[src/rtmux_pkg.sv]
// Functional notes
// First quadrature bit of each burst flagged invalid.
// Bit strobe low one sample period per bit.
// Sample tick external or internal per select bit.
// Receiver logic advances on sample tick rising.
// Symbol results advance on tick before symbol fall.
// Burst flag rises one bit before first strobe.
// Burst flag falls after last strobe rise.
// Probe bus shows one of sixteen values.
// Probe bus tristate, governed by enable input.
// Codes 6-8 show sums and magnitude bits 9-2.
// Codes D, E show dot and cross bits 16-9.
// Values two's complement except magnitudes unsigned.
// Receiver disable clears probe select to zero.
// Above 20 MHz trust only per-symbol values.
// Transmit probe shows I, Q or spreading code.
// Transmit probe follows low address lines always.
// Transmit probe valid only below 20 MHz.
// Enable high floats bus, low drives value.
// Master reset clears probe select and paths.
// Remaining codes map to inputs, NCO, downconverter.
// All timing outputs synchronous to sample clock.
package rtmux_pkg;

    // Register offset of the probe select and its field layout.
    localparam logic [6:0] RTMUX_PROBE_SEL_ADDR  = 7'h38;
    localparam int         RTMUX_SEL_LSB         = 0;
    localparam int         RTMUX_SEL_W           = 4;
    localparam logic [3:0] RTMUX_SEL_RESET       = 4'h0;

    // Probe select codes.
    localparam logic [3:0] RTMUX_SEL_MF_IN       = 4'h0;
    localparam logic [3:0] RTMUX_SEL_PEAK_MAG    = 4'h1;
    localparam logic [3:0] RTMUX_SEL_COS         = 4'h2;
    localparam logic [3:0] RTMUX_SEL_SIN         = 4'h3;
    localparam logic [3:0] RTMUX_SEL_DC_I        = 4'h4;
    localparam logic [3:0] RTMUX_SEL_DC_Q        = 4'h5;
    localparam logic [3:0] RTMUX_SEL_MF_I        = 4'h6;
    localparam logic [3:0] RTMUX_SEL_MF_Q        = 4'h7;
    localparam logic [3:0] RTMUX_SEL_MF_MAG      = 4'h8;
    localparam logic [3:0] RTMUX_SEL_VP_I        = 4'h9;
    localparam logic [3:0] RTMUX_SEL_VP_Q        = 4'ha;
    localparam logic [3:0] RTMUX_SEL_PK_I        = 4'hb;
    localparam logic [3:0] RTMUX_SEL_PK_Q        = 4'hc;
    localparam logic [3:0] RTMUX_SEL_DOT         = 4'hd;
    localparam logic [3:0] RTMUX_SEL_CROSS       = 4'he;
    localparam logic [3:0] RTMUX_SEL_LOOP        = 4'hf;

    // Transmit probe codes on the low address lines.
    localparam logic [1:0] RTMUX_TX_SEL_I        = 2'h0;
    localparam logic [1:0] RTMUX_TX_SEL_Q        = 2'h1;
    localparam logic [1:0] RTMUX_TX_SEL_CODE     = 2'h2;

    // Internal sample divider reset value.
    localparam logic [5:0] RTMUX_DIV_RESET       = 6'h00;

    // Internal probe sources from the receiver datapath.
    typedef struct packed {
        logic [2:0]  mf_quad_input;
        logic [2:0]  mf_inphase_input;
        logic [9:0]  peak_magnitude;
        logic [7:0]  nco_cos;
        logic [7:0]  nco_sin;
        logic [16:0] downconv_inphase_out;
        logic [16:0] downconv_quad_out;
        logic [9:0]  mf_inphase_sum;
        logic [9:0]  mf_quad_sum;
        logic [9:0]  mf_magnitude;
        logic [7:0]  peak_inphase_sum;
        logic [7:0]  peak_quad_sum;
        logic [16:0] dot_product;
        logic [16:0] cross_product;
        logic [7:0]  loopback_probe;
    } rtmux_probe_src_type;

    // Receiver symbol results entering the output stage.
    typedef struct packed {
        logic symbol_done;
        logic bit_i;
        logic bit_q;
        logic burst_start;
        logic burst_last;
    } rtmux_sym_type;

    // Burst timing state machine, Gray coded.
    typedef enum logic [1:0] {
        RTMUX_IDLE  = 2'b00,
        RTMUX_ARMED = 2'b01,
        RTMUX_BURST = 2'b11,
        RTMUX_LAST  = 2'b10
    } rtmux_state_type;

    // Whole state of the block.
    typedef struct packed {
        rtmux_state_type state;
        logic [5:0]      div_cnt;
        logic            tick;
        logic            ext_prev;
        logic            sym_tick;
        logic            strobe_n;
        logic            active;
        logic            first_bit;
        logic            bit_i;
        logic            bit_q;
        logic            bit_serial;
        logic            q_valid;
        logic [3:0]      sel;
        logic [7:0]      probe;
        logic            probe_oe;
        logic            tx_probe;
    } rtmux_state_vec_type;

endpackage : rtmux_pkg

[src/rtmux_timing_probe.sv]
`timescale 1ns/1ps
`default_nettype none
// Receiver output timing strobes and the test-point multiplexers.
module rtmux_timing_probe (
    // Clock and reset.
    input  wire logic                          i_clk,
    input  wire logic                          i_arst_n,
    // Host write port.
    input  wire logic                          i_host_cs_n,
    input  wire logic                          i_host_wr_n,
    input  wire logic [6:0]                    i_host_addr,
    input  wire logic [7:0]                    i_host_data,
    input  wire logic                          i_rx_enable,
    // Sample clock control.
    input  wire logic                          i_manual_sample_sel,
    input  wire logic [5:0]                    i_sample_div,
    input  wire logic                          i_ext_sample,
    // Receiver datapath.
    input  wire rtmux_pkg::rtmux_sym_type      i_sym,
    input  wire rtmux_pkg::rtmux_probe_src_type i_src,
    // Transmit probe sources.
    input  wire logic                          i_unspread_inphase_symbol,
    input  wire logic                          i_unspread_quad_symbol,
    input  wire logic                          i_spreading_code_bit,
    // Probe output enable, active low.
    input  wire logic                          i_probe_output_enable_n,
    // Receiver timing outputs.
    output var  logic                          o_rx_bit_strobe_n,
    output var  logic                          o_rx_sample_tick,
    output var  logic                          o_rx_symbol_tick,
    output var  logic                          o_rx_burst_active,
    output var  logic                          o_rx_serial_bit_out,
    output var  logic                          o_rx_inphase_bit_out,
    output var  logic                          o_rx_quad_bit_out,
    output var  logic                          o_rx_quad_bit_valid,
    // Probe outputs.
    output var  logic [7:0]                    o_rx_probe_bus,
    output var  logic                          o_probe_drive_enable,
    output var  logic                          o_tx_probe_out
);
    import rtmux_pkg::*;

    // The whole state is one record, so reset and update cover every field.
    rtmux_state_vec_type s_reg;   // Registered state.
    rtmux_state_vec_type s_next;  // Next state.
    logic                rise;    // Sample tick rising this cycle.

    // The sample tick is the only rate below the clock. It is carried as a
    // one-cycle rise pulse, so every receiver update happens on a plain
    // clock edge and no derived clock exists anywhere in the block.
    // Next-state logic for all block state.
    always_comb begin
        s_next = s_reg;
        rise   = 1'b0;
        // Sample tick from the external source or the divider. R3
        if (i_manual_sample_sel) begin
            // The external level is registered once, so the pin trails the
            // input by one clock; the rise is found against the previous
            // level, so a level held high gives a single rise.
            s_next.ext_prev = i_ext_sample;
            s_next.tick     = i_ext_sample;
            rise            = i_ext_sample & ~s_reg.ext_prev;
        end else begin
            // The counter wraps at the programmed value; a value written
            // below the count takes effect at once, with no long wait.
            // Rate is clock divided by n+1.
            if (s_reg.div_cnt >= i_sample_div) begin
                s_next.div_cnt = RTMUX_DIV_RESET;
                rise           = 1'b1;
            end else begin
                s_next.div_cnt = s_reg.div_cnt + 6'h01;
            end
            // The tick is high for the one clock after each wrap.
            s_next.tick = (s_next.div_cnt == RTMUX_DIV_RESET);
        end
        // Nothing in this branch moves unless the sample tick rises, so strobe,
        // symbol tick and data bits all stand for a whole sample period
        // and change together.
        // Strobe is high except during one sample period per bit. R2
        if (rise) begin
            s_next.strobe_n = 1'b1;
            s_next.sym_tick = 1'b0;
            // Results advance only on a sample tick rising edge. R4 R5
            if (i_sym.symbol_done) begin
                s_next.sym_tick   = 1'b1; // Falls at the next tick. R5
                s_next.bit_i      = i_sym.bit_i;
                s_next.bit_q      = i_sym.bit_q;
                s_next.bit_serial = i_sym.bit_i;
            end
            case (s_reg.state)
                // Preamble seen: raise flag one bit ahead of strobe. R6
                RTMUX_IDLE: begin
                    // The flag goes up a bit period before the first strobe,
                    // giving user logic time to arm its capture.
                    if (i_sym.burst_start) begin
                        s_next.active    = 1'b1;
                        s_next.first_bit = 1'b1;
                        s_next.state     = RTMUX_ARMED;
                    end
                end
                // First bit of the burst arrives.
                RTMUX_ARMED: begin
                    // The quadrature bit of this first symbol is marked
                    // invalid, so that user logic can drop it.
                    if (i_sym.symbol_done) begin
                        s_next.strobe_n  = 1'b0;
                        s_next.q_valid   = 1'b0;
                        s_next.first_bit = 1'b0;
                        s_next.state     = i_sym.burst_last ? RTMUX_LAST : RTMUX_BURST;
                    end
                end
                // Following bits; quadrature bit now valid.
                RTMUX_BURST: begin
                    // Later symbols give a strobe and a valid quadrature bit;
                    // the last one moves on so the flag can drop.
                    if (i_sym.symbol_done) begin
                        s_next.strobe_n = 1'b0;
                        s_next.q_valid  = 1'b1;
                        if (i_sym.burst_last) begin
                            s_next.state = RTMUX_LAST;
                        end
                    end
                end
                // Last strobe rises now: drop the flag. R7
                RTMUX_LAST: begin
                    // The strobe returns high at this same rise, so flag and
                    // strobe change on one edge.
                    s_next.active = 1'b0;
                    s_next.state  = RTMUX_IDLE;
                end
                default: begin
                    // Unused code: return to idle rather than lock up.
                    s_next.state = RTMUX_IDLE;
                end
            endcase
        end
        // A write is taken on every clock at which chip select, write and
        // address all stand; a held write stores the same value again.
        // Only the low nibble is kept; the upper data bits are ignored.
        // Host writes reach the select only with chip select low. R8
        if (!i_host_cs_n && !i_host_wr_n && i_host_addr == RTMUX_PROBE_SEL_ADDR) begin
            s_next.sel = i_host_data[RTMUX_SEL_LSB +: RTMUX_SEL_W];
        end
        // Disable is tested after the write, so it wins over a write in
        // the same cycle and the select reads zero while it lasts.
        // Receiver disable clears the select. R13
        if (!i_rx_enable) begin
            s_next.sel = RTMUX_SEL_RESET;
        end
        // The bus is registered, so a new select shows one clock after
        // the write edge and a new source value one clock after it comes.
        // Sources pass unchanged, keeping the sign format of each source.
        // Probe multiplexer; magnitudes unsigned, others signed. R8 R12 R20
        case (s_reg.sel)
            // Code 0 packs both three-bit inputs; the top two bits read zero.
            RTMUX_SEL_MF_IN:    s_next.probe = {2'b00, i_src.mf_quad_input,
                                                i_src.mf_inphase_input};
            RTMUX_SEL_PEAK_MAG: s_next.probe = i_src.peak_magnitude[9:2];
            RTMUX_SEL_COS:      s_next.probe = i_src.nco_cos;
            RTMUX_SEL_SIN:      s_next.probe = i_src.nco_sin;
            RTMUX_SEL_DC_I:     s_next.probe = i_src.downconv_inphase_out[16:9];
            RTMUX_SEL_DC_Q:     s_next.probe = i_src.downconv_quad_out[16:9];
            // Codes 6-8: matched filter sums and magnitude drop their two low bits; codes 9 and A keep the sums' bits 7-0.
            RTMUX_SEL_MF_I:     s_next.probe = i_src.mf_inphase_sum[9:2];
            RTMUX_SEL_MF_Q:     s_next.probe = i_src.mf_quad_sum[9:2];
            RTMUX_SEL_MF_MAG:   s_next.probe = i_src.mf_magnitude[9:2];
            RTMUX_SEL_VP_I:     s_next.probe = i_src.mf_inphase_sum[7:0];
            RTMUX_SEL_VP_Q:     s_next.probe = i_src.mf_quad_sum[7:0];
            RTMUX_SEL_PK_I:     s_next.probe = i_src.peak_inphase_sum;
            RTMUX_SEL_PK_Q:     s_next.probe = i_src.peak_quad_sum;
            // Demodulator products keep their top eight bits.
            RTMUX_SEL_DOT:      s_next.probe = i_src.dot_product[16:9];
            RTMUX_SEL_CROSS:    s_next.probe = i_src.cross_product[16:9];
            default:            s_next.probe = i_src.loopback_probe;
        endcase
        // The drive enable is registered like the bus, so the pad driver
        // takes both its value and its enable from flip-flops.
        // Drivers follow the active-low enable. R9 R18
        s_next.probe_oe = ~i_probe_output_enable_n;
        // The transmit probe decodes the low address lines on every clock,
        // whether or not the host is writing; code 3 has no source and
        // gives a steady zero.
        // Transmit probe follows address bits 1-0 always. R15 R16
        case (i_host_addr[1:0])
            RTMUX_TX_SEL_I:    s_next.tx_probe = i_unspread_inphase_symbol;
            RTMUX_TX_SEL_Q:    s_next.tx_probe = i_unspread_quad_symbol;
            RTMUX_TX_SEL_CODE: s_next.tx_probe = i_spreading_code_bit;
            default:           s_next.tx_probe = 1'b0;
        endcase
    end

    // The reset branch loads constants only; the strobe idles high, so it
    // is set apart from the all-zero clear.
    // State register; master reset clears everything but the strobe, which it sets high. R19
    always_ff @(posedge i_clk or negedge i_arst_n) begin
        if (!i_arst_n) begin
            s_reg          <= '0;
            s_reg.strobe_n <= 1'b1;
            s_reg.state    <= RTMUX_IDLE;
            s_reg.sel      <= RTMUX_SEL_RESET;
        end else begin
            s_reg <= s_next;
        end
    end

    // No logic stands between a register and a pin, so every output is
    // free of glitches.
    // Outputs come straight from the state register.
    assign o_rx_bit_strobe_n    = s_reg.strobe_n;
    assign o_rx_sample_tick     = s_reg.tick;
    assign o_rx_symbol_tick     = s_reg.sym_tick;
    assign o_rx_burst_active    = s_reg.active;
    assign o_rx_serial_bit_out  = s_reg.bit_serial;
    assign o_rx_inphase_bit_out = s_reg.bit_i;
    assign o_rx_quad_bit_out    = s_reg.bit_q;
    assign o_rx_quad_bit_valid  = s_reg.q_valid;
    assign o_rx_probe_bus       = s_reg.probe;
    assign o_probe_drive_enable = s_reg.probe_oe;
    assign o_tx_probe_out       = s_reg.tx_probe;

endmodule // rtmux_timing_probe
`default_nettype wire

[config.mk]
export PLATFORM = sky130hd
export DESIGN_NAME = rtmux_timing_probe
export DESIGN_NICKNAME = d
export VERILOG_FILES = /design/src/rtmux_pkg.sv /design/src/rtmux_timing_probe.sv
export SDC_FILE = /design/constraint.sdc
export NUM_CORES = 1
export LEC_CHECK = 0
export BUFFER_PORTS_ARGS = -buffer_cell sky130_fd_sc_hd__buf_2
export CORE_ASPECT_RATIO = 1.4
export CORE_MARGIN = 4
export CORE_UTILIZATION = 37
export DETAILED_ROUTE_END_ITERATION = 10
export PLACE_DENSITY = 0.79
export SLEW_MARGIN = 20
export SYNTH_ARGS = -nofsm -noshare
export SYNTH_HDL_FRONTEND = slang
export SYNTH_SLANG_ARGS = --single-unit
[constraint.sdc]
create_clock -name i_clk -period 1.79 [get_ports i_clk]
set_input_delay 0.179 -clock i_clk [delete_from_list [all_inputs] [get_ports i_clk]]
set_output_delay 0.179 -clock i_clk [all_outputs]
set_load 0.02 [all_outputs]
Yosys cells after proc, flatten, opt, wreduce, memory -nomap -nowiden. Index checks and enable logic that the tools add are counted.

Flip-flop bits (word level): 30. Bits of input ports: 191.

Add/subtract/negate cells: 1. Magnitude comparators: 1. Equal/unequal tests: 25. Multiplexer cells: 23. Bitwise operators: 3. Reductions and logical operators: 15.

Operators with widths (count): $pmux W8 S15 (1); $eq A4 B4 Y1 const B (7); $eq A4 B3 Y1 const B (4); $mux W6 (2); $mux W2 (5); $mux W1 (9); $eq A4 B2 Y1 const B (2); $mux W4 (2); $ne A2 B2 Y1 const B (4); $pmux W2 S4 (1); $eq A7 B6 Y1 const B (1); $add A6 B1 Y6 const B (1); $eq A2 B2 Y1 const B (3); $ge A6 B6 Y1 (1); $logic_not A6 Y1 (1); $reduce_and A5 Y1 (1); $eq A2 B1 Y1 const B (2); $eq A4 B1 Y1 const B (1); $logic_not A2 Y1 (2); $logic_not A4 Y1 (1); $pmux W1 S2 (2); $reduce_and A4 Y1 (1); $reduce_bool A2 Y1 (2); $pmux W1 S3 (1); 8 further kinds (11).

Logic depth before layout (Yosys ltp). Gate-level depths: netlist (run 1).

Depth in word-level cells: 5. Mapped depth: 8.

Worst setup path after synthesis (run 1). No wires, ideal clock.

Path type: register to register. Start: register s_reg[29] (netlist name). End: register s_reg (netlist bit o_rx_quad_bit_out). Library setup time: 0.125 ns. Arrival: 1.809 ns. Data required time: 1.665 ns. Path slack: -0.144 ns. Cell stages (with the launch flop): 7. Buffers on the path: 0. Cells stage by stage: dfrtp_1 -> ha_1 -> nand2_1 -> or3_1 -> o311a_2 -> a21bo_4 -> mux2_4.

Cells in the longest elaborated chain, start to end: 4.

RTL lines: from (decl) (line rtmux_timing_probe.sv:44) `rtmux_state_vec_type s_reg;`; from (signal assigned) (line rtmux_timing_probe.sv:202) `s_reg <= s_next;`; $ge A6 B6 Y1 (line rtmux_timing_probe.sv:67) `if (s_reg.div_cnt >= i_sample_div) begin`; $mux W1 (line rtmux_timing_probe.sv:67); $mux W1 (line rtmux_timing_probe.sv:56) `if (i_manual_sample_sel) begin`; $reduce_and A2 Y1 (no line).

Every way passes these cells. A chain may end at the register's enable or synchronous reset.

Worst setup path in the final report (run 1).
Start: register s_reg[24] (netlist name). End: register s_reg (netlist bit o_rx_quad_bit_out).

Same word-level chain as after synthesis.

==> results of run 1 <==
## per-layer routing
layer	up-vias	global-route usage	wire (um)
met4	0	0.0906	299
met5	-	0	0
met1	1546	0.277	4010
met2	189	0.430	5450
met3	25	0.0322	903
li1	1592	-	-
## how the worst min path moves through the flow
stage                                 start  cells past startpoint                             end
CTS                 i_probe_output_enable_n                      2  o_probe_drive_enable$_DFF_PN0_
floorplan                          i_arst_n                      0  o_probe_drive_enable$_DFF_PN0_
detailed placement                 i_arst_n                      1           s_reg[29]$_DFFE_PN0N_
finish              i_probe_output_enable_n                      2  o_probe_drive_enable$_DFF_PN0_
global route        i_probe_output_enable_n                      2  o_probe_drive_enable$_DFF_PN0_
global placement                   i_arst_n                      1           s_reg[29]$_DFFE_PN0N_
## synthesized netlist by cell type, types with 2 or more instances
cell / count / area share
a21oi_1: 19 / 0.035
a221oi_1: 4 / 0.013
a222oi_1: 2 / 0.0074
a22o_1: 8 / 0.026
a22oi_1: 5 / 0.014
a311oi_1: 3 / 0.0097
a31oi_1: 9 / 0.021
a32o_1: 4 / 0.015
a32oi_1: 4 / 0.013
and2_1: 2 / 0.0046
and3_1: 4 / 0.0093
buf_2: 10 / 0.019
buf_4: 13 / 0.036
clkbuf_1: 5 / 0.0069
dfrtp_1: 29 / 0.27
ha_1: 7 / 0.032
inv_1: 11 / 0.015
mux2_2: 10 / 0.042
mux2_4: 2 / 0.011
mux2i_1: 16 / 0.059
mux4_2: 2 / 0.017
nand2_1: 28 / 0.039
nand2b_1: 6 / 0.014
nand3_1: 14 / 0.026
nand3b_1: 2 / 0.0056
nand4_1: 3 / 0.0069
nor2_1: 23 / 0.032
nor2b_1: 15 / 0.035
nor3_1: 13 / 0.024
nor3b_1: 4 / 0.011
o21ai_0: 15 / 0.028
o21bai_1: 2 / 0.0056
o221ai_1: 2 / 0.0065
o22a_1: 2 / 0.0065
o22ai_1: 3 / 0.0069
o32a_1: 2 / 0.0074
## cell families (layout without fill, tap and decap cells)
family | after synthesis | after routing | share of synthesized area
AOI/OAI and AO/OA | 95 | 95 | 0.253
xor gates and xnor gates | 1 | 1 | 0.00324
adders and majority gates | 7 | 7 | 0.0324
buffers and inverters | 40 | 231 | 0.0810
DFF | 30 | 30 | 0.278
muxes | 30 | 30 | 0.129
and+or+nand+nor | 120 | 120 | 0.223
## power groups by stage
stage	Sequential (W)	Clock [W]	Combinational (W)
floorplan	0.00109	0	0.000554
global placement	0.000960	0	0.00120
detailed placement	0.000970	0	0.00125
CTS	0.000972	0.000581	0.00141
global route	0.000994	0.000610	0.00168
finish	0.000976	0.000561	0.00154
## stage by stage
step | total power, W | hold WS (ns) | setup TNS, ns
CTS | 0.00296 | 0.0271 | -0.364
finish | 0.00307 | 0.0359 | -0.434
global placement | 0.00216 | 0.251 | -0.278
global route | 0.00328 | 0.0420 | -0.811
floorplan | 0.00165 | -0.117 | -0.443
detailed placement | 0.00222 | 0.251 | -1.35
## repair_timing
action / 4_1_cts / 5_1_grt
hold buffers: 1 / 0
endpoints found under the setup margin: 17 / 22
pin swaps: 5 / 7
resized for setup: 14 / 17
hold endpoints to repair: 29 / 0
buffers inserted: 3 / 4
## cell type report
class	count	area (sq um)
fill	659	2910
multi-input combinational	253	1890
timing repair buffer	212	1220
sequential	30	754
tap	95	119
clock buffer	6	82.6
inverter	11	41.3
clock inverter	2	12.5
==> run summary, run 1 <==
Status = finished, violations left
Failing checks = negative setup slack
DR pass1 iterations = 5
Final instance area = 4120 sq um
Clock slew seen by the registers of the worst setup and hold paths = 0.07 ns
Remaining antenna violation count = 0
CTS H-tree depth = 2
CP Launch Type = register
Commonest non-fill, non-tap cell in the layout = buf_2
CTS tree = built
R2R cell count = 7
Max Fanout on Critical Path = 4
First-pass GRT wire length = 15.9 mm
Final Cycle Share = 1.07
Nets = 711
Cell Rows = 36
CP delay by family, top = compound AO/OA/AOI/OAI gates
CORE AREA = 7030 sq um
Layout Cells excl Fill = 609
Sequential share of the synthesized area = 0.278
RSZ-0062 raised after global routing = true
Seq pwr share = 0.318
Final setup viols = 6
Largest net degree at the start of global routing = 31
Clk pwr share = 0.183
GRT Residual Overflow = 0
Detailed router's first-iteration violation count = 162
Port Buf Inserts = 164
Cell variety after synth = 56
Leak pwr = 1.99 nW
Worst Setup EP = o_rx_quad_bit_out$_DFFE_PN0P_
Slowest CP cell = o311a_4
Die width = 80.2 um
Post-synth top flop = dfrtp_1
Pins Over Slew Limit = 0
CTS sink cnt = 30
Crit path depth = 7
Comb power frac = 0.500
I/O Pins = 209
CTS root buf = clkbuf_8
Share of cells above drive strength 1 = 0.512
HPWL Detailed = 8.85 mm
Synthesis-stage register bit count = 30
Max Cap Viol = 0
Max Clk Rate = 521 MHz
Placed cell count = 593
Mapped Nets = 521
Final core utilization = 0.586
CP endpoint kind = register
Max-slew headroom = 0.560
Reg-to-reg critical path endpoint = o_rx_quad_bit_out$_DFFE_PN0P_
Pwr/cell area = 747 nW/um^2
GR Util All Layers = 0.236
Crit path largest cell delay = 0.38 ns
Post-synth EDFFs = 0
Vias = 3352
WS Path Type = register to register
Max VDD drop = 474 uV
CTS buffer count = 5
Req. time, crit path = 1.95 ns
Worst setup path start = s_reg[24]$_DFFE_PN0N_
Max reg flops = 13
Slew at the pin with the worst max-slew slack = 0.659 ns
Antenna fix cells = 0
Reg-to-reg setup timing slack = -0.13 ns
Worst skew pair latency = 0.28 ns
Final hold violations = 0
Buf+Inv Stages, Crit Path = 1
FF-to-FF Start = s_reg[24]$_DFFE_PN0N_
Final wirelength = 10.7 mm
Net Sw Frac = 0.360
Number of global-route vias before repair = 3387
RD Place Congestion = 0.902
Min Clock Period, post-route = 1.92 ns
Avg Inst Size Synth = 8.37 sq um
Fraction of registers with async set/reset = 1.00
Clock Path Buffers = 2
Net switching power = 0.00111 W
Place WS = -0.212 ns
Die Ht = 109 um
Area of placed instances = 3800 sq um
Mapped Cells = 323
Clock Skew = 0.00321 ns
Avg WL per Cell = 17.5 um
Cell Chain, Critical Path = inv_2, ha_4, nand2b_4, a21oi_2, o311a_4, a21bo_4, mux2_4
Initial antenna violation count = 0
Pint = 0.00197 W
Synthesized area = 2700 sq um
Final routed DRC violation total = 0
Most frequent cells in the layout = buf_2 (164), buf_4 (42), nand2_1 (27), dfrtp_1 (27), nor2_1 (22)
Synth-to-layout area growth = 52.4%
Initial Util = 0.385
Via density = 5.50
Worst Hold Class = primary input to register
Crit path arrival time = 2.08 ns
Die area = 8760 sq um
Synthesis Warnings = 0
Post-route setup slack = -0.128 ns
No activity file was read; power rests on OpenSTA's default activity.
==> inputs of run 2 (changes only) <==
- BUFFER_PORTS_ARGS: -buffer_cell sky130_fd_sc_hd__buf_2 -> unset
- CORE_ASPECT_RATIO: 1.4 -> unset
- CORE_UTILIZATION: 37 -> 50
- CTS_BUF_LIST: unset -> sky130_fd_sc_hd__clkbuf_4
- DONT_BUFFER_PORTS: unset -> 1
- PLACE_DENSITY: 0.79 -> 0.68
==> run summary, run 2 (same netlist as run 1, synthesis figures left out) <==
Status = finished, violations left
Failing checks = negative setup slack
Max-slew headroom = 0.693
Clk pwr share = 0.146
Cell Rows = 26
Die Ht = 81.5 um
Crit path largest cell delay = 0.42 ns
RSZ-0062 raised after global routing = true
Largest net degree at the start of global routing = 31
Worst hold slack = 0.0192 ns
Final hold violations = 0
HPWL Detailed = 7.11 mm
Power after layout = 0.00251 W
CTS H-tree depth = 2
Port Buf Inserts = 0
Pins Over Slew Limit = 0
Worst Hold Class = primary input to register
Layout fillers = 449
Avg WL per Cell = 21.3 um
FF-to-FF Start = s_reg[29]$_DFFE_PN0N_
First-pass GRT wire length = 13.3 mm
Max VDD drop = 435 uV
GRT Residual Overflow = 0
Detailed router's first-iteration violation count = 85
Place WS = -0.161 ns
Net Sw Frac = 0.377
Post-route setup slack = -0.157 ns
Clock Skew = 0.00813 ns
Net switching power = 0.000947 W
Max Clk Rate = 514 MHz
Slew at the pin with the worst max-slew slack = 0.459 ns
Final routed DRC violation total = 0
Commonest non-fill, non-tap cell in the layout = buf_4
CTS buffer count = 5
Clock slew seen by the registers of the worst setup and hold paths = 0.09 ns
Min Clock Period, post-route = 1.95 ns
Final Cycle Share = 1.09
Seq pwr share = 0.444
Most frequent cells in the layout = buf_4 (44), nand2_1 (27), dfrtp_1 (25)
Req. time, crit path = 2.00 ns
CTS tree = built
Initial Util = 0.522
Final wirelength = 9.26 mm
RD Place Congestion = 0.893
I/O Pins = 209
Pint = 0.00157 W
Clock Path Buffers = 2
Max Fanout on Critical Path = 4
Buf+Inv Stages, Crit Path = 0
Max reg flops = 13
Crit path arrival time = 2.16 ns
Final setup viols = 7
CP delay by family, top = flip-flops
R2R cell count = 6
Initial antenna violation count = 0
CP Launch Type = register
Vias = 2721
Comb power frac = 0.410
DR pass1 iterations = 4
Die area = 6650 sq um
Leak pwr = 1.37 nW
Share of cells above drive strength 1 = 0.258
CTS root buf = clkbuf_4
Slowest CP cell = dfrtp_1
WS Path Type = register to register
Die width = 81.5 um
Pwr/cell area = 750 nW/um^2
Nets = 562
Hold path start = i_src[6]
Remaining antenna violation count = 0
Max Cap Viol = 0
CP endpoint kind = register
Cell Chain, Critical Path = ha_4, nand2_2, or3_1, o311a_4, a21bo_4, mux2_4
Synth-to-layout area growth = 23.9%
Worst skew pair latency = 0.33 ns
GR Util All Layers = 0.267
Via density = 6.26
CORE AREA = 5170 sq um
CTS sink cnt = 30
Reg-to-reg setup timing slack = -0.16 ns
Antenna fix cells = 0
Reg-to-reg critical path endpoint = o_rx_serial_bit_out$_DFFE_PN0P_
Number of global-route vias before repair = 2700
Cells on Worst Hold Path = 2
Min-Delay Endpoint = o_rx_probe_bus[6]$_DFF_PN0_
## run 2: cell types whose count changed in the layout (fill, tap and decap cells not counted), sizes merged
| cell | delta |
|---|---|
| buf | -161 |
| clkinv | +2 |
| dlygate4sd3 | +12 |
| clkinvlp | -1 |
| clkbuf | -1 |
## run 2: area by class of cell
cell class / instances / area (sq um) / share of cell area
timing repair buffer: 63 / 563 / 0.168
tap: 70 / 87.6 / 0.0262
sequential: 30 / 759 / 0.227
clock inverter: 3 / 11.3 / 0.00336
multi-input combinational: 253 / 1850 / 0.552
inverter: 11 / 41.3 / 0.0123
clock buffer: 5 / 37.5 / 0.0112
## run 2: per-layer routing
layer	up-vias	routed length, um	track usage
li1	1297	-	-
met2	132	4700	0.461
met4	0	148	0.0980
met1	1276	3390	0.304
met3	16	1020	0.0910
met5	-	0	0
## run 2: through the flow
stage / utilization / TNS (ns) / std cells / instance area (sq um)
final: 0.647 / -0.728 / 435 / 3350
after global routing: 0.647 / -1.22 / 435 / 3350
after CTS: 0.627 / -0.414 / 430 / 3240
after detailed placement: 0.574 / -0.620 / 406 / 2970
after global placement: 0.574 / -0.372 / 406 / 2970
after floorplan: - / -0.443 / 323 / 2720
## run 2: worst max path at each step
stage	from	end	slack (ns)	cells after the start
6_report	s_reg[29]$_DFFE_PN0N_	o_rx_serial_bit_out$_DFFE_PN0P_	-0.16	6
2_1_floorplan	s_reg[28]$_DFFE_PN0N_	o_rx_quad_bit_out$_DFFE_PN0P_	-0.13	6
3_3_place_gp	s_reg[24]$_DFFE_PN0N_	o_rx_quad_bit_valid$_DFFE_PN0P_	-0.11	7
4_1_cts	s_reg[29]$_DFFE_PN0N_	o_rx_serial_bit_out$_DFFE_PN0P_	-0.14	6
5_1_grt	s_reg[26]$_DFFE_PN0N_	o_rx_serial_bit_out$_DFFE_PN0P_	-0.20	5
3_5_place_dp	s_reg[24]$_DFFE_PN0N_	o_rx_quad_bit_valid$_DFFE_PN0P_	-0.16	7
## run 2: power groups by stage
| stage | clock, W | combinational (W) | sequential [W] |
|---|---|---|---|
| after floorplan | 0 | 0.000554 | 0.00109 |
| after global placement | 0 | 0.000762 | 0.00110 |
| after detailed placement | 0 | 0.000805 | 0.00111 |
| after CTS | 0.000386 | 0.000954 | 0.00111 |
| after global routing | 0.000417 | 0.00113 | 0.00114 |
| final | 0.000366 | 0.00103 | 0.00112 |
## run 2: timing repair
item | CTS | global route
gates resized for setup | 13 | 13
buffers inserted | 2 | 5
hold buffers | 14 | 0
pin swaps | 4 | 6
hold endpoints to repair | 48 | 0
endpoints found under the setup margin | 8 | 21
==> inputs of run 3 (changes only) <==
- SKIP_CTS_REPAIR_TIMING: unset -> 1
==> run summary, run 3 (same netlist as run 1, synthesis figures left out) <==
Status = finished, violations left
Failing checks = negative setup slack
CTS H-tree depth = 2
I/O Pins = 209
Number of global-route vias before repair = 2595
Reg-to-reg critical path endpoint = o_rx_quad_bit_out$_DFFE_PN0P_
Final hold violations = 0
Min Clock Period, post-route = 1.95 ns
Pins Over Slew Limit = 0
Crit path arrival time = 2.16 ns
Cell Chain, Critical Path = ha_1, a21oi_1, or3_1, o311a_4, a21bo_4, mux2_4
Power after layout = 0.00243 W
Die width = 81.5 um
Nets = 557
Pwr/cell area = 741 nW/um^2
Final Cycle Share = 1.09
Hold path start = i_src[7]
Slew at the pin with the worst max-slew slack = 0.464 ns
Crit path largest cell delay = 0.40 ns
Min-Delay Endpoint = o_rx_probe_bus[7]$_DFF_PN0_
Final routed DRC violation total = 0
CP endpoint kind = register
Req. time, crit path = 2.00 ns
Reg-to-reg setup timing slack = -0.16 ns
Max Cap Viol = 0
Via density = 6.39
Max Fanout on Critical Path = 4
DR pass1 iterations = 5
CTS sink cnt = 30
Max VDD drop = 477 uV
Cell Rows = 26
Area of placed instances = 2970 sq um
Final setup viols = 6
Buf+Inv Stages, Crit Path = 0
Antenna fix cells = 0
HPWL Detailed = 7.11 mm
CTS root buf = clkbuf_4
Port Buf Inserts = 0
Max-slew headroom = 0.690
Worst Hold Class = primary input to register
R2R cell count = 6
CP delay by family, top = compound AO/OA/AOI/OAI gates
Largest net degree at the start of global routing = 31
Leak pwr = 1.35 nW
RSZ-0062 raised after global routing = true
CORE AREA = 5170 sq um
Initial Util = 0.522
RD Place Congestion = 0.893
Post-route setup slack = -0.163 ns
FF-to-FF Start = s_reg[27]$_DFFE_PN0N_
Most frequent cells in the layout = buf_4 (42), nand2_1 (27), dfrtp_1 (25)
Clock Path Buffers = 2
Die area = 6650 sq um
Slowest CP cell = dfrtp_1
Initial antenna violation count = 0
CTS buffer count = 5
Clock slew seen by the registers of the worst setup and hold paths = 0.09 ns
Avg WL per Cell = 21.4 um
Synth-to-layout area growth = 21.4%
WS Path Type = register to register
CTS tree = built
Commonest non-fill, non-tap cell in the layout = buf_4
GR Util All Layers = 0.256
Vias = 2747
Share of cells above drive strength 1 = 0.250
Die Ht = 81.5 um
Detailed router's first-iteration violation count = 97
Remaining antenna violation count = 0
Final wirelength = 9.21 mm
Worst setup path start = s_reg[27]$_DFFE_PN0N_
Cells on Worst Hold Path = 2
First-pass GRT wire length = 12.8 mm
CP Launch Type = register
GRT Residual Overflow = 0
Worst skew pair latency = 0.33 ns
Final instance area = 3280 sq um
Max reg flops = 13
Clock Skew = 0.00666 ns
Max Clk Rate = 512 MHz
-- run 3: report_power, final --
part	total, W	switching (W)	internal, W
combinational	0.000953	0.000430	0.000523
sequential	0.00111	0.000262	0.000852
clock	0.000366	0.000226	0.000140
total	0.00243	0.000918	0.00152
-- run 3: how the worst max path moves through the flow --
stage                                            endpoint  slack (ns)  cells past startpoint
after global placement    o_rx_quad_bit_valid$_DFFE_PN0P_       -0.11                      7
after global routing      o_rx_serial_bit_out$_DFFE_PN0P_       -0.21                      6
final                       o_rx_quad_bit_out$_DFFE_PN0P_       -0.16                      6
after CTS                 o_rx_quad_bit_valid$_DFFE_PN0P_       -0.18                      7
after detailed placement  o_rx_quad_bit_valid$_DFFE_PN0P_       -0.16                      7
after floorplan             o_rx_quad_bit_out$_DFFE_PN0P_       -0.13                      6
-- run 3: final cells by class --
class | count | area [sq um]
clock buffer | 5 | 37.5
clock inverter | 3 | 11.3
fill | 459 | 1890
inverter | 11 | 41.3
multi-input combinational | 253 | 1830
sequential | 30 | 759
tap | 70 | 87.6
timing repair buffer | 58 | 517
-- run 3: metal layers --
metal | global-route usage | part of all wire | up-vias
met5 | 0 | 0 | -
met4 | 0.0980 | 0.016 | 0
met3 | 0.0877 | 0.10 | 18
met2 | 0.435 | 0.51 | 151
met1 | 0.296 | 0.38 | 1295
li1 | - | - | 1283
-- run 3: metrics by stage --
step                      setup TNS [ns]  utilization  hold WS [ns]  worst slack [ns]  cells
after floorplan                   -0.443            -        -0.117            -0.130    323
after CTS                         -0.768        0.583        -0.484            -0.177    414
final                             -0.608        0.634       0.00394            -0.163    430
after global routing               -1.04        0.634       0.00566            -0.208    430
after global placement            -0.372        0.574        -0.115            -0.108    406
after detailed placement          -0.620        0.574        -0.115            -0.161    406
